[src/logic/ata_host_pkg.sv]
// Package: timing constants and carrier types for the parallel ATA host port
package ata_host_pkg;

  localparam int CLK_PERIOD_NS = 40;

  // Converts a minimum in ns to whole clock cycles, rounding up, at least one
  function automatic int ns_to_cyc(input int ns);
    int c;
    c = (ns + CLK_PERIOD_NS - 1) / CLK_PERIOD_NS;
    return (c < 1) ? 1 : c;
  endfunction

  localparam int CNT_W = 6;

  // PIO minimums in ns, modes 0..6
  localparam int PIO_MIN_CYCLE_PERIOD_NS [7]     = '{600, 383, 240, 180, 120, 100, 80};
  localparam int PIO_MIN_COMMAND_ACTIVE_NS [7]   = '{165, 125, 100, 80, 70, 65, 55};
  localparam int PIO_MIN_ACTIVE_8BIT_NS [7]      = '{290, 290, 290, 80, 70, 65, 55};
  localparam int PIO_MIN_COMMAND_RECOVERY_NS [7] = '{0, 0, 0, 70, 25, 25, 20};
  localparam int PIO_ADDR_SETUP_NS [7]           = '{70, 50, 30, 30, 25, 15, 10};
  localparam int PIO_ADDR_HOLD_NS [7]            = '{20, 15, 10, 10, 10, 10, 10};
  localparam int READY_SAMPLE_DELAY_NS           = 35;
  localparam int READY_LOW_MAX_WIDTH_NS          = 1250;

  // Multiword DMA minimums in ns, modes 0..4
  localparam int DMA_MIN_CYCLE_PERIOD_NS [5]    = '{480, 150, 120, 100, 80};
  localparam int DMA_COMMAND_ACTIVE_MIN_NS [5]  = '{215, 80, 70, 65, 55};
  localparam int DMA_READ_NEGATED_MIN_NS [5]    = '{50, 50, 25, 25, 20};
  localparam int DMA_WRITE_NEGATED_MIN_NS [5]   = '{215, 50, 25, 25, 20};
  localparam int DMA_ACK_HOLD_NS [5]            = '{20, 5, 5, 5, 5};

  localparam logic [CNT_W-1:0] READY_SAMPLE_CYC = CNT_W'(ns_to_cyc(READY_SAMPLE_DELAY_NS));
  localparam int READY_LOW_MAX_CYC = READY_LOW_MAX_WIDTH_NS / CLK_PERIOD_NS;

  // Pin bundle toward the device (data/ready/16-bit flag are separate ports)
  typedef struct packed {
    logic       cs0_n;
    logic       cs1_n;
    logic [2:0] addr;
    logic       rd_n;
    logic       wr_n;
    logic       dmack_n;
  } ata_ctl_t;

  // Host-side request
  typedef struct packed {
    logic       dma;
    logic       write;
    logic       byte8;
    logic [1:0] cs;
    logic [2:0] addr;
    logic [15:0] wdata;
  } ata_req_t;

  // Per-mode cycle counts for the selected mode
  typedef struct packed {
    logic [CNT_W-1:0] setup;
    logic [CNT_W-1:0] active;
    logic [CNT_W-1:0] recovery;
    logic [CNT_W-1:0] cycle;
    logic [CNT_W-1:0] hold;
    logic             ready_used;
  } ata_timing_t;

endpackage

[src/logic/ata_mode_timing.sv]
// Selects cycle counts for the chosen PIO or DMA mode
`timescale 1ns/1ps
module ata_mode_timing
  import ata_host_pkg::*;
(
  input  wire logic        dma,
  input  wire logic        write,
  input  wire logic        byte8,
  input  wire logic [2:0]  mode,
  output ata_timing_t      timing
);

  always_comb begin
    timing = '0;
    if (dma) begin
      case (mode)
        3'h0, 3'h1, 3'h2, 3'h3, 3'h4: begin
          timing.setup      = CNT_W'(1);
          timing.active     = CNT_W'(ns_to_cyc(DMA_COMMAND_ACTIVE_MIN_NS[mode]));
          timing.recovery   = write ? CNT_W'(ns_to_cyc(DMA_WRITE_NEGATED_MIN_NS[mode]))
                                    : CNT_W'(ns_to_cyc(DMA_READ_NEGATED_MIN_NS[mode]));
          timing.cycle      = CNT_W'(ns_to_cyc(DMA_MIN_CYCLE_PERIOD_NS[mode]));
          timing.hold       = CNT_W'(ns_to_cyc(DMA_ACK_HOLD_NS[mode]));
          timing.ready_used = 1'b0;
        end
        default: begin
          timing.active     = CNT_W'(ns_to_cyc(DMA_COMMAND_ACTIVE_MIN_NS[0]));
          timing.recovery   = CNT_W'(ns_to_cyc(DMA_WRITE_NEGATED_MIN_NS[0]));
          timing.cycle      = CNT_W'(ns_to_cyc(DMA_MIN_CYCLE_PERIOD_NS[0]));
          timing.setup      = CNT_W'(1);
          timing.hold       = CNT_W'(1);
        end
      endcase
    end else begin
      case (mode)
        3'h0, 3'h1, 3'h2, 3'h3, 3'h4, 3'h5, 3'h6: begin
          timing.setup      = CNT_W'(ns_to_cyc(PIO_ADDR_SETUP_NS[mode]));
          timing.active     = byte8 ? CNT_W'(ns_to_cyc(PIO_MIN_ACTIVE_8BIT_NS[mode]))
                                    : CNT_W'(ns_to_cyc(PIO_MIN_COMMAND_ACTIVE_NS[mode]));
          timing.recovery   = CNT_W'(ns_to_cyc(PIO_MIN_COMMAND_RECOVERY_NS[mode]));
          timing.cycle      = CNT_W'(ns_to_cyc(PIO_MIN_CYCLE_PERIOD_NS[mode]));
          timing.hold       = CNT_W'(ns_to_cyc(PIO_ADDR_HOLD_NS[mode]));
          timing.ready_used = (mode < 3'h5);
        end
        default: begin
          timing.setup      = CNT_W'(ns_to_cyc(PIO_ADDR_SETUP_NS[0]));
          timing.active     = CNT_W'(ns_to_cyc(PIO_MIN_ACTIVE_8BIT_NS[0]));
          timing.recovery   = CNT_W'(1);
          timing.cycle      = CNT_W'(ns_to_cyc(PIO_MIN_CYCLE_PERIOD_NS[0]));
          timing.hold       = CNT_W'(1);
          timing.ready_used = 1'b1;
        end
      endcase
    end
  end

endmodule

[src/logic/ata_host_port.sv]
// Host controller driving a parallel ATA task-file port in PIO and multiword DMA
`timescale 1ns/1ps
module ata_host_port
  import ata_host_pkg::*;
(
  input  wire logic        clk,
  input  wire logic        srst,
  input  wire logic        ce,
  input  wire logic [2:0]  mode,
  input  wire logic        req_valid,
  input  ata_req_t         req,
  output logic             req_ready,
  output logic             rsp_valid,
  output logic [15:0]      rsp_rdata,
  output logic             rsp_wide,
  output logic             rsp_timeout,
  output ata_ctl_t         ctl_ff,
  output logic [15:0]      data_out_ff,
  output logic             data_oe_ff,
  input  wire logic [15:0] data_in,
  input  wire logic        iordy,
  input  wire logic        iocs16_n,
  input  wire logic        dmarq
);

  typedef enum logic [4:0] {
    ST_IDLE   = 5'b00001,
    ST_SETUP  = 5'b00010,
    ST_ACTIVE = 5'b00100,
    ST_WAIT   = 5'b01000,
    ST_RECOV  = 5'b10000
  } state_t;

  state_t           state_ff;
  state_t           nxt_state;
  ata_req_t         req_ff;
  ata_timing_t      timing;
  logic [CNT_W-1:0] phase_cnt_ff;
  logic [CNT_W-1:0] cycle_cnt_ff;
  logic [10:0]      wait_cnt_ff;
  logic [15:0]      data_meta_ff;
  logic [15:0]      data_sync_ff;
  logic [2:0]       pin_meta_ff;
  logic [2:0]       pin_sync_ff;
  logic             ready_s;
  logic             wide_s;
  logic             dmarq_s;
  logic             active_done;
  logic             recov_done;
  logic             wait_over;
  logic             rsp_valid_ff;
  logic [15:0]      rsp_rdata_ff;
  logic             rsp_wide_ff;
  logic             rsp_timeout_ff;

  // Pin values reach the logic one phase after their sample edge
  localparam logic [CNT_W-1:0] READY_SEEN_PHASE = READY_SAMPLE_CYC + CNT_W'(1);
  localparam logic [CNT_W-1:0] DATA_SEEN_PHASE  = CNT_W'(2);

  assign ready_s = pin_sync_ff[0];
  assign wide_s  = ~pin_sync_ff[1];
  assign dmarq_s = pin_sync_ff[2];

  ata_mode_timing u_timing (
    .dma    (req_ff.dma),
    .write  (req_ff.write),
    .byte8  (req_ff.byte8),
    .mode   (mode),
    .timing (timing)
  );

  // Two-stage synchronisers on device pins
  always_ff @(posedge clk) begin
    if (srst) begin
      data_meta_ff <= 16'h0000;
      data_sync_ff <= 16'h0000;
      pin_meta_ff  <= 3'h0;
      pin_sync_ff  <= 3'h0;
    end else if (ce) begin
      data_meta_ff <= data_in;
      data_sync_ff <= data_meta_ff;
      pin_meta_ff  <= {dmarq, iocs16_n, iordy};
      pin_sync_ff  <= pin_meta_ff;
    end
  end

  // DMA words only start while the device requests
  assign req_ready   = (state_ff == ST_IDLE) && (!req.dma || dmarq_s);
  assign active_done = (phase_cnt_ff + CNT_W'(1) >= timing.active)
                       && (phase_cnt_ff >= DATA_SEEN_PHASE);
  assign recov_done  = (phase_cnt_ff + CNT_W'(1) >= timing.recovery)
                       && (phase_cnt_ff + CNT_W'(1) >= timing.hold)
                       && (cycle_cnt_ff + CNT_W'(1) >= timing.cycle);
  assign wait_over   = (32'(wait_cnt_ff) >= READY_LOW_MAX_CYC);

  always_comb begin
    nxt_state = state_ff;
    case (state_ff)
      ST_IDLE:   if (req_valid && req_ready) nxt_state = ST_SETUP;
      ST_SETUP:  if (phase_cnt_ff + CNT_W'(1) >= timing.setup) nxt_state = ST_ACTIVE;
      ST_ACTIVE: begin
        if (timing.ready_used && phase_cnt_ff == READY_SEEN_PHASE && !ready_s) begin
          nxt_state = ST_WAIT;
        end else if (active_done && (!timing.ready_used || phase_cnt_ff >= READY_SEEN_PHASE)) begin
          nxt_state = ST_RECOV;
        end
      end
      ST_WAIT:   if ((ready_s && active_done) || wait_over) nxt_state = ST_RECOV;
      ST_RECOV:  if (recov_done) nxt_state = ST_IDLE;
      default:   nxt_state = ST_IDLE;
    endcase
  end

  always_ff @(posedge clk) begin
    if (srst) begin
      state_ff <= ST_IDLE;
    end else if (ce) begin
      state_ff <= nxt_state;
    end
  end

  // Phase and whole-cycle counters
  always_ff @(posedge clk) begin
    if (srst) begin
      phase_cnt_ff <= '0;
      cycle_cnt_ff <= '0;
      wait_cnt_ff  <= '0;
    end else if (ce) begin
      if (nxt_state != state_ff && !(state_ff == ST_ACTIVE && nxt_state == ST_WAIT)) begin
        phase_cnt_ff <= '0;
      end else if (phase_cnt_ff != '1) begin
        phase_cnt_ff <= phase_cnt_ff + CNT_W'(1);
      end
      if (state_ff == ST_SETUP && nxt_state == ST_ACTIVE) begin
        cycle_cnt_ff <= '0;
      end else if (cycle_cnt_ff != '1) begin
        cycle_cnt_ff <= cycle_cnt_ff + CNT_W'(1);
      end
      if (state_ff == ST_WAIT) begin
        wait_cnt_ff <= wait_cnt_ff + 11'h001;
      end else begin
        wait_cnt_ff <= 11'h000;
      end
    end
  end

  always_ff @(posedge clk) begin
    if (srst) begin
      req_ff <= '0;
    end else if (ce && state_ff == ST_IDLE && req_valid && req_ready) begin
      req_ff <= req;
    end
  end

  // Pin drive: address/selects, strobes, DMA acknowledge, write data
  always_ff @(posedge clk) begin
    if (srst) begin
      ctl_ff      <= '{cs0_n: 1'b1, cs1_n: 1'b1, addr: 3'h0, rd_n: 1'b1, wr_n: 1'b1, dmack_n: 1'b1};
      data_out_ff <= 16'h0000;
      data_oe_ff  <= 1'b0;
    end else if (ce) begin
      case (nxt_state)
        ST_SETUP: begin
          if (state_ff == ST_IDLE) begin
            ctl_ff.cs0_n   <= req.dma ? 1'b1 : ~req.cs[0];
            ctl_ff.cs1_n   <= req.dma ? 1'b1 : ~req.cs[1];
            ctl_ff.addr    <= req.addr;
            ctl_ff.dmack_n <= ~req.dma;
            data_out_ff    <= req.byte8 ? {8'h00, req.wdata[7:0]} : req.wdata;
            data_oe_ff     <= req.write;
          end
        end
        ST_ACTIVE, ST_WAIT: begin
          ctl_ff.rd_n <= req_ff.write;
          ctl_ff.wr_n <= ~req_ff.write;
        end
        ST_RECOV: begin
          ctl_ff.rd_n <= 1'b1;
          ctl_ff.wr_n <= 1'b1;
        end
        default: begin
          ctl_ff.rd_n    <= 1'b1;
          ctl_ff.wr_n    <= 1'b1;
          ctl_ff.cs0_n   <= 1'b1;
          ctl_ff.cs1_n   <= 1'b1;
          ctl_ff.dmack_n <= 1'b1;
          data_oe_ff     <= 1'b0;
        end
      endcase
    end
  end

  // Read data captured at strobe release; wide flag counted only in modes 0-2
  always_ff @(posedge clk) begin
    if (srst) begin
      rsp_valid_ff   <= 1'b0;
      rsp_rdata_ff   <= 16'h0000;
      rsp_wide_ff    <= 1'b0;
      rsp_timeout_ff <= 1'b0;
    end else if (ce) begin
      rsp_valid_ff <= 1'b0;
      if ((state_ff == ST_ACTIVE || state_ff == ST_WAIT) && nxt_state == ST_RECOV) begin
        rsp_valid_ff   <= 1'b1;
        rsp_rdata_ff   <= req_ff.write ? 16'h0000
                          : (req_ff.byte8 ? {8'h00, data_sync_ff[7:0]} : data_sync_ff);
        rsp_wide_ff    <= !req_ff.dma && (mode < 3'h3) && wide_s;
        rsp_timeout_ff <= (state_ff == ST_WAIT) && wait_over;
      end
    end
  end

  assign rsp_valid   = rsp_valid_ff;
  assign rsp_rdata   = rsp_rdata_ff;
  assign rsp_wide    = rsp_wide_ff;
  assign rsp_timeout = rsp_timeout_ff;

endmodule

[config.mk]
export PLATFORM = sky130hd
export DESIGN_NAME = ata_host_port
export DESIGN_NICKNAME = d
export VERILOG_FILES = /design/src/logic/ata_host_pkg.sv /design/src/logic/ata_mode_timing.sv /design/src/logic/ata_host_port.sv
export SDC_FILE = /design/constraint.sdc
export NUM_CORES = 1
export LEC_CHECK = 0
export ABC_AREA = 0
export BUFFER_PORTS_ARGS = -buffer_cell sky130_fd_sc_hd__buf_2
export CORE_UTILIZATION = 40
export DETAILED_ROUTE_END_ITERATION = 6
export HOLD_SLACK_MARGIN = 0.02
export MAX_ROUTING_LAYER = met4
export SKIP_LAST_GASP = 1
export SLEW_MARGIN = 40
export SYNTH_ARGS = -nofsm -noshare
export SYNTH_HDL_FRONTEND = slang
export SYNTH_SLANG_ARGS = --single-unit
[constraint.sdc]
create_clock -name clk -period 24.9 [get_ports clk]
set_input_delay 1.245 -clock clk [delete_from_list [all_inputs] [get_ports clk]]
set_output_delay 1.245 -clock clk [all_outputs]
set_load 0.02 [all_outputs]
==> reports/qor.csv <==
metric,value,unit
run status,completed,
worst-case hold slack,446.0,ps
effective utilization at floorplan,41.19,%
largest net degree at the start of global routing,89,
launch point of the worst path,mode[1],
area of the multi-input gates,0.005127,mm2
clock-pin slew on the worst setup and hold paths,60,ps
row cnt,50,
vias in the first global route,6846,
Global Route Usage Sum,21.03,%
Via Count,7340,
drt first-iter violations,519,
Final min period,9736,ps
final weighted congestion in routability-driven placement,0.9045,
Slew HR,47.04,%
signed area change from the synthesized netlist to the final layout,15.10,%
endpoints failing hold,0,
number of cell instances on the worst register-to-register path,14,
number of synthesized flops with an enable pin,0,
number of storage elements in the synthesis netlist,113,
number of nets with antenna violations after detailed routing,0,
power spent charging and discharging nets,160.9,uW
detailed-routing iteration count for the pre-antenna-repair pass,5,
synthesized netlist net count,1112,
antenna violations before repair,0,
slowest cell on the critical path,sky130_fd_sc_hd__a211oi_2,
detail-routed via count per cell,5.494,
count of endpoints failing setup in the final report,0,
Leakage,3.728,nW
post-synthesis cell area,0.007782,mm2
Clk network pwr share,45.4,%
DIE HEIGHT,141.5,um
worst-case clock buffer depth,2,
Floorplan Core Area,0.01889,mm2
kind of launch point of the worst setup path,input port,
Max VDD drop,0.05932,mV
overflow left after global routing,0,
final worst path period share,39.10,%
sequential fraction of design power,35.4,%
Routed WL,20.14,mm
Internal Power,377.3,uW
area of the die,0.02002,mm2
Nets,1164,
diodes inserted,0,
"Max FO, Critical Path",28,
TritonCTS Buffers,17,
synth unique cells,80,
clock tree root buffer cell,sky130_fd_sc_hd__clkbuf_16,
number of top-level pins,95,
"Top FF cell, synth",sky130_fd_sc_hd__dfxtp_1,
data arrival time of the worst path,10070,ps
syn_area_per_cell,7.698,um2
Post-DP HPWL,13.94,mm
clock insertion delay at the later pin of the skew report,410,ps
WP data required,25240,ps
sequential fraction of the synthesis area,29.07,%
Final Skew,7.898,ps
final count of pins violating max slew,0,
Die Width,141.5,um
measured slew at the worst slew-check pin,791.4,ps
count of input and output buffers,94,
crit path capture,phase_cnt_ff[0]$_SDFFE_PP0P_,
wire length of the first global-routing pass,33.71,mm
max-capacitance violation count,0,
worst r2r src,req_ff[23]$_SDFFE_PP0P_,
total number of yosys warnings,0,
path class of the lowest-slack min-delay path,register to register,
Resized Gates After CTS,0,
register cell area after layout,0.002262,mm2
fmax,102.7,MHz
most repeated library cell on the critical path,sky130_fd_sc_hd__a21o_1,
RR Endpoint,phase_cnt_ff[0]$_SDFFE_PP0P_,
power per unit of standard cell area,60.08,mW/mm2
combinational fraction of design power,19.2,%
filler cell count in the final layout,1912,
count of buffers added by post-CTS timing repair for setup,0,
register-to-register setup slack,20790,ps
switch share,29.89,%
unrepaired setup endpoints after global routing,false,
CTS tree,built,
final setup TNS,0,ps
synthesized instance count,1011,
Worst Setup Path Type,input port to register,
Worst Setup End Kind,register,
number of H-tree levels,4,
proportion of layout cells with a drive suffix above 1,15.24,%
share of synthesized flip-flops with an asynchronous set or reset,0,%
hold bufs inserted after CTS,0,
drc violations,0,
"slowest stage delay, CP",640,ps
clock tree sinks,113,
average wire per standard cell,15.07,um
[per-layer routing]
metal  vias up  wire (um)  part of all wire [%]  global-route usage [%]
li1       3737          -                     -                       -
met1      3391       9820                    49                   27.34
met2       199       9147                    45                   34.00
met3        13       1065                   5.3                   3.679
met4         0        102                  0.51                   4.867
met5         -          0                     0                       -
[cells in the mapped netlist (5+ instances only)]
cell type,n,area share (%)
sky130_fd_sc_hd__a211o_1,5,0.56
sky130_fd_sc_hd__a211oi_1,5,0.48
sky130_fd_sc_hd__a21o_1,13,1.3
sky130_fd_sc_hd__a21oi_1,103,6.6
sky130_fd_sc_hd__a31oi_1,7,0.56
sky130_fd_sc_hd__and3_1,9,0.72
sky130_fd_sc_hd__and3b_1,6,0.68
sky130_fd_sc_hd__buf_2,10,0.64
sky130_fd_sc_hd__clkbuf_1,47,2.3
sky130_fd_sc_hd__dfxtp_1,113,29
sky130_fd_sc_hd__ha_1,51,8.2
sky130_fd_sc_hd__inv_1,32,1.5
sky130_fd_sc_hd__mux2i_1,49,6.3
sky130_fd_sc_hd__nand2_1,101,4.9
sky130_fd_sc_hd__nand2b_1,13,1.0
sky130_fd_sc_hd__nand3_1,33,2.1
sky130_fd_sc_hd__nand3b_1,24,2.3
sky130_fd_sc_hd__nand4_1,12,0.96
sky130_fd_sc_hd__nor2_1,122,5.9
sky130_fd_sc_hd__nor2b_1,13,1.0
sky130_fd_sc_hd__nor3_1,22,1.4
sky130_fd_sc_hd__nor4_1,7,0.56
sky130_fd_sc_hd__o211ai_1,9,0.87
sky130_fd_sc_hd__o21a_1,7,0.68
sky130_fd_sc_hd__o21ai_0,40,2.6
sky130_fd_sc_hd__o21ai_1,7,0.45
sky130_fd_sc_hd__o22ai_1,9,0.72
sky130_fd_sc_hd__o31ai_1,6,0.58
sky130_fd_sc_hd__or2_2,9,0.72
sky130_fd_sc_hd__or3_1,11,0.88
sky130_fd_sc_hd__xnor2_1,11,1.2
sky130_fd_sc_hd__xor2_1,12,1.4
[through the flow]
stage	power [mW]	area, um2	setup slack, ps	instances	utilization (%)
floorplan	0.2720	7782	15990	1011	-
global placement	0.2954	8332	14740	1304	44.10
detailed placement	0.2960	8344	14560	1304	44.17
CTS	0.5408	8945	14940	1336	47.34
global route	0.5623	8957	14470	1336	47.41
finish	0.5382	8957	15160	1336	47.41
[area by class of cell]
| cell class | count | share of cell area (%) |
|---|---|---|
| tap | 260 | 3.632 |
| inverter | 35 | 1.467 |
| sequential | 113 | 25.25 |
| clock buffer | 17 | 4.749 |
| timing repair buffer | 98 | 5.699 |
| clock inverter | 15 | 1.956 |
| multi-input combinational | 798 | 57.24 |
[cells in the final DEF (no fill, tap or decap), types with 11 or more instances in the layout]
master	n
sky130_fd_sc_hd__or3_1	11
sky130_fd_sc_hd__nand2b_1	13
sky130_fd_sc_hd__dfxtp_1	113
sky130_fd_sc_hd__nand4_1	12
sky130_fd_sc_hd__xor2_1	12
sky130_fd_sc_hd__nor3_1	22
sky130_fd_sc_hd__ha_1	50
sky130_fd_sc_hd__buf_2	93
sky130_fd_sc_hd__a21o_1	13
sky130_fd_sc_hd__nor2_1	122
sky130_fd_sc_hd__nand2_1	101
sky130_fd_sc_hd__nand3b_1	24
sky130_fd_sc_hd__xnor2_1	11
sky130_fd_sc_hd__o21ai_0	40
sky130_fd_sc_hd__inv_1	32
sky130_fd_sc_hd__nor2b_1	13
sky130_fd_sc_hd__clkbuf_16	17
sky130_fd_sc_hd__a21oi_1	103
sky130_fd_sc_hd__nand3_1	31
sky130_fd_sc_hd__mux2i_1	49
[flip-flops by register name (all words and copies together), names as in the netlist, 5 cells and up]
| name | cells |
|---|---|
| ctl_ff | 8 |
| cycle_cnt_ff | 6 |
| data_meta_ff | 16 |
| data_out_ff | 16 |
| data_sync_ff | 16 |
| phase_cnt_ff | 6 |
| rsp_rdata | 16 |
| state_ff | 5 |
| wait_cnt_ff | 11 |
[critical path: cells and delay by family]
family / cells / cell delay (ps)
AOI/OAI and AO/OA: 20 / 4940
adders and majority gates: 5 / 1590
and+or+nand+nor: 6 / 1230
buffers and inverters: 5 / 910
xor gates and xnor gates: 1 / 140
[power by group through the flow]
stage / registers, mW / logic [mW] / clock network [mW]
floorplan: 0.194 / 0.0783 / 0
global placement: 0.194 / 0.101 / 0
detailed placement: 0.194 / 0.102 / 0
CTS: 0.190 / 0.102 / 0.248
global route: 0.191 / 0.115 / 0.256
finish: 0.190 / 0.103 / 0.244
[logic make-up (layout without fill, tap and decap cells)]
logic type	Yosys count	count (layout)	share of synthesized area, %
compound gates	271	271	22.78
xor+xnor	24	24	2.797
fa+ha+maj	52	52	8.344
buf+inv	100	165	5.273
flops	113	113	29.07
mux	50	50	6.447
other cells	1	1	0.04819
simple gates	400	400	25.24
[how the worst min path moves through the flow]
stage / from / to / slack (ps) / cells after the start
2_1_floorplan: data_sync_ff[10]$_SDFFE_PP0P_ / rsp_rdata[10]$_SDFFE_PP0P_ / 450 / 2
3_3_place_gp: data_out_ff[10]$_SDFFE_PP0P_ / data_out_ff[10]$_SDFFE_PP0P_ / 440 / 2
3_5_place_dp: rsp_rdata[6]$_SDFFE_PP0P_ / rsp_rdata[6]$_SDFFE_PP0P_ / 440 / 2
4_1_cts: rsp_rdata[6]$_SDFFE_PP0P_ / rsp_rdata[6]$_SDFFE_PP0P_ / 450 / 2
5_1_grt: rsp_rdata[0]$_SDFFE_PP0P_ / rsp_rdata[0]$_SDFFE_PP0P_ / 470 / 2
6_report: rsp_rdata[6]$_SDFFE_PP0P_ / rsp_rdata[6]$_SDFFE_PP0P_ / 450 / 2
(Power assumes the default switching activity.)
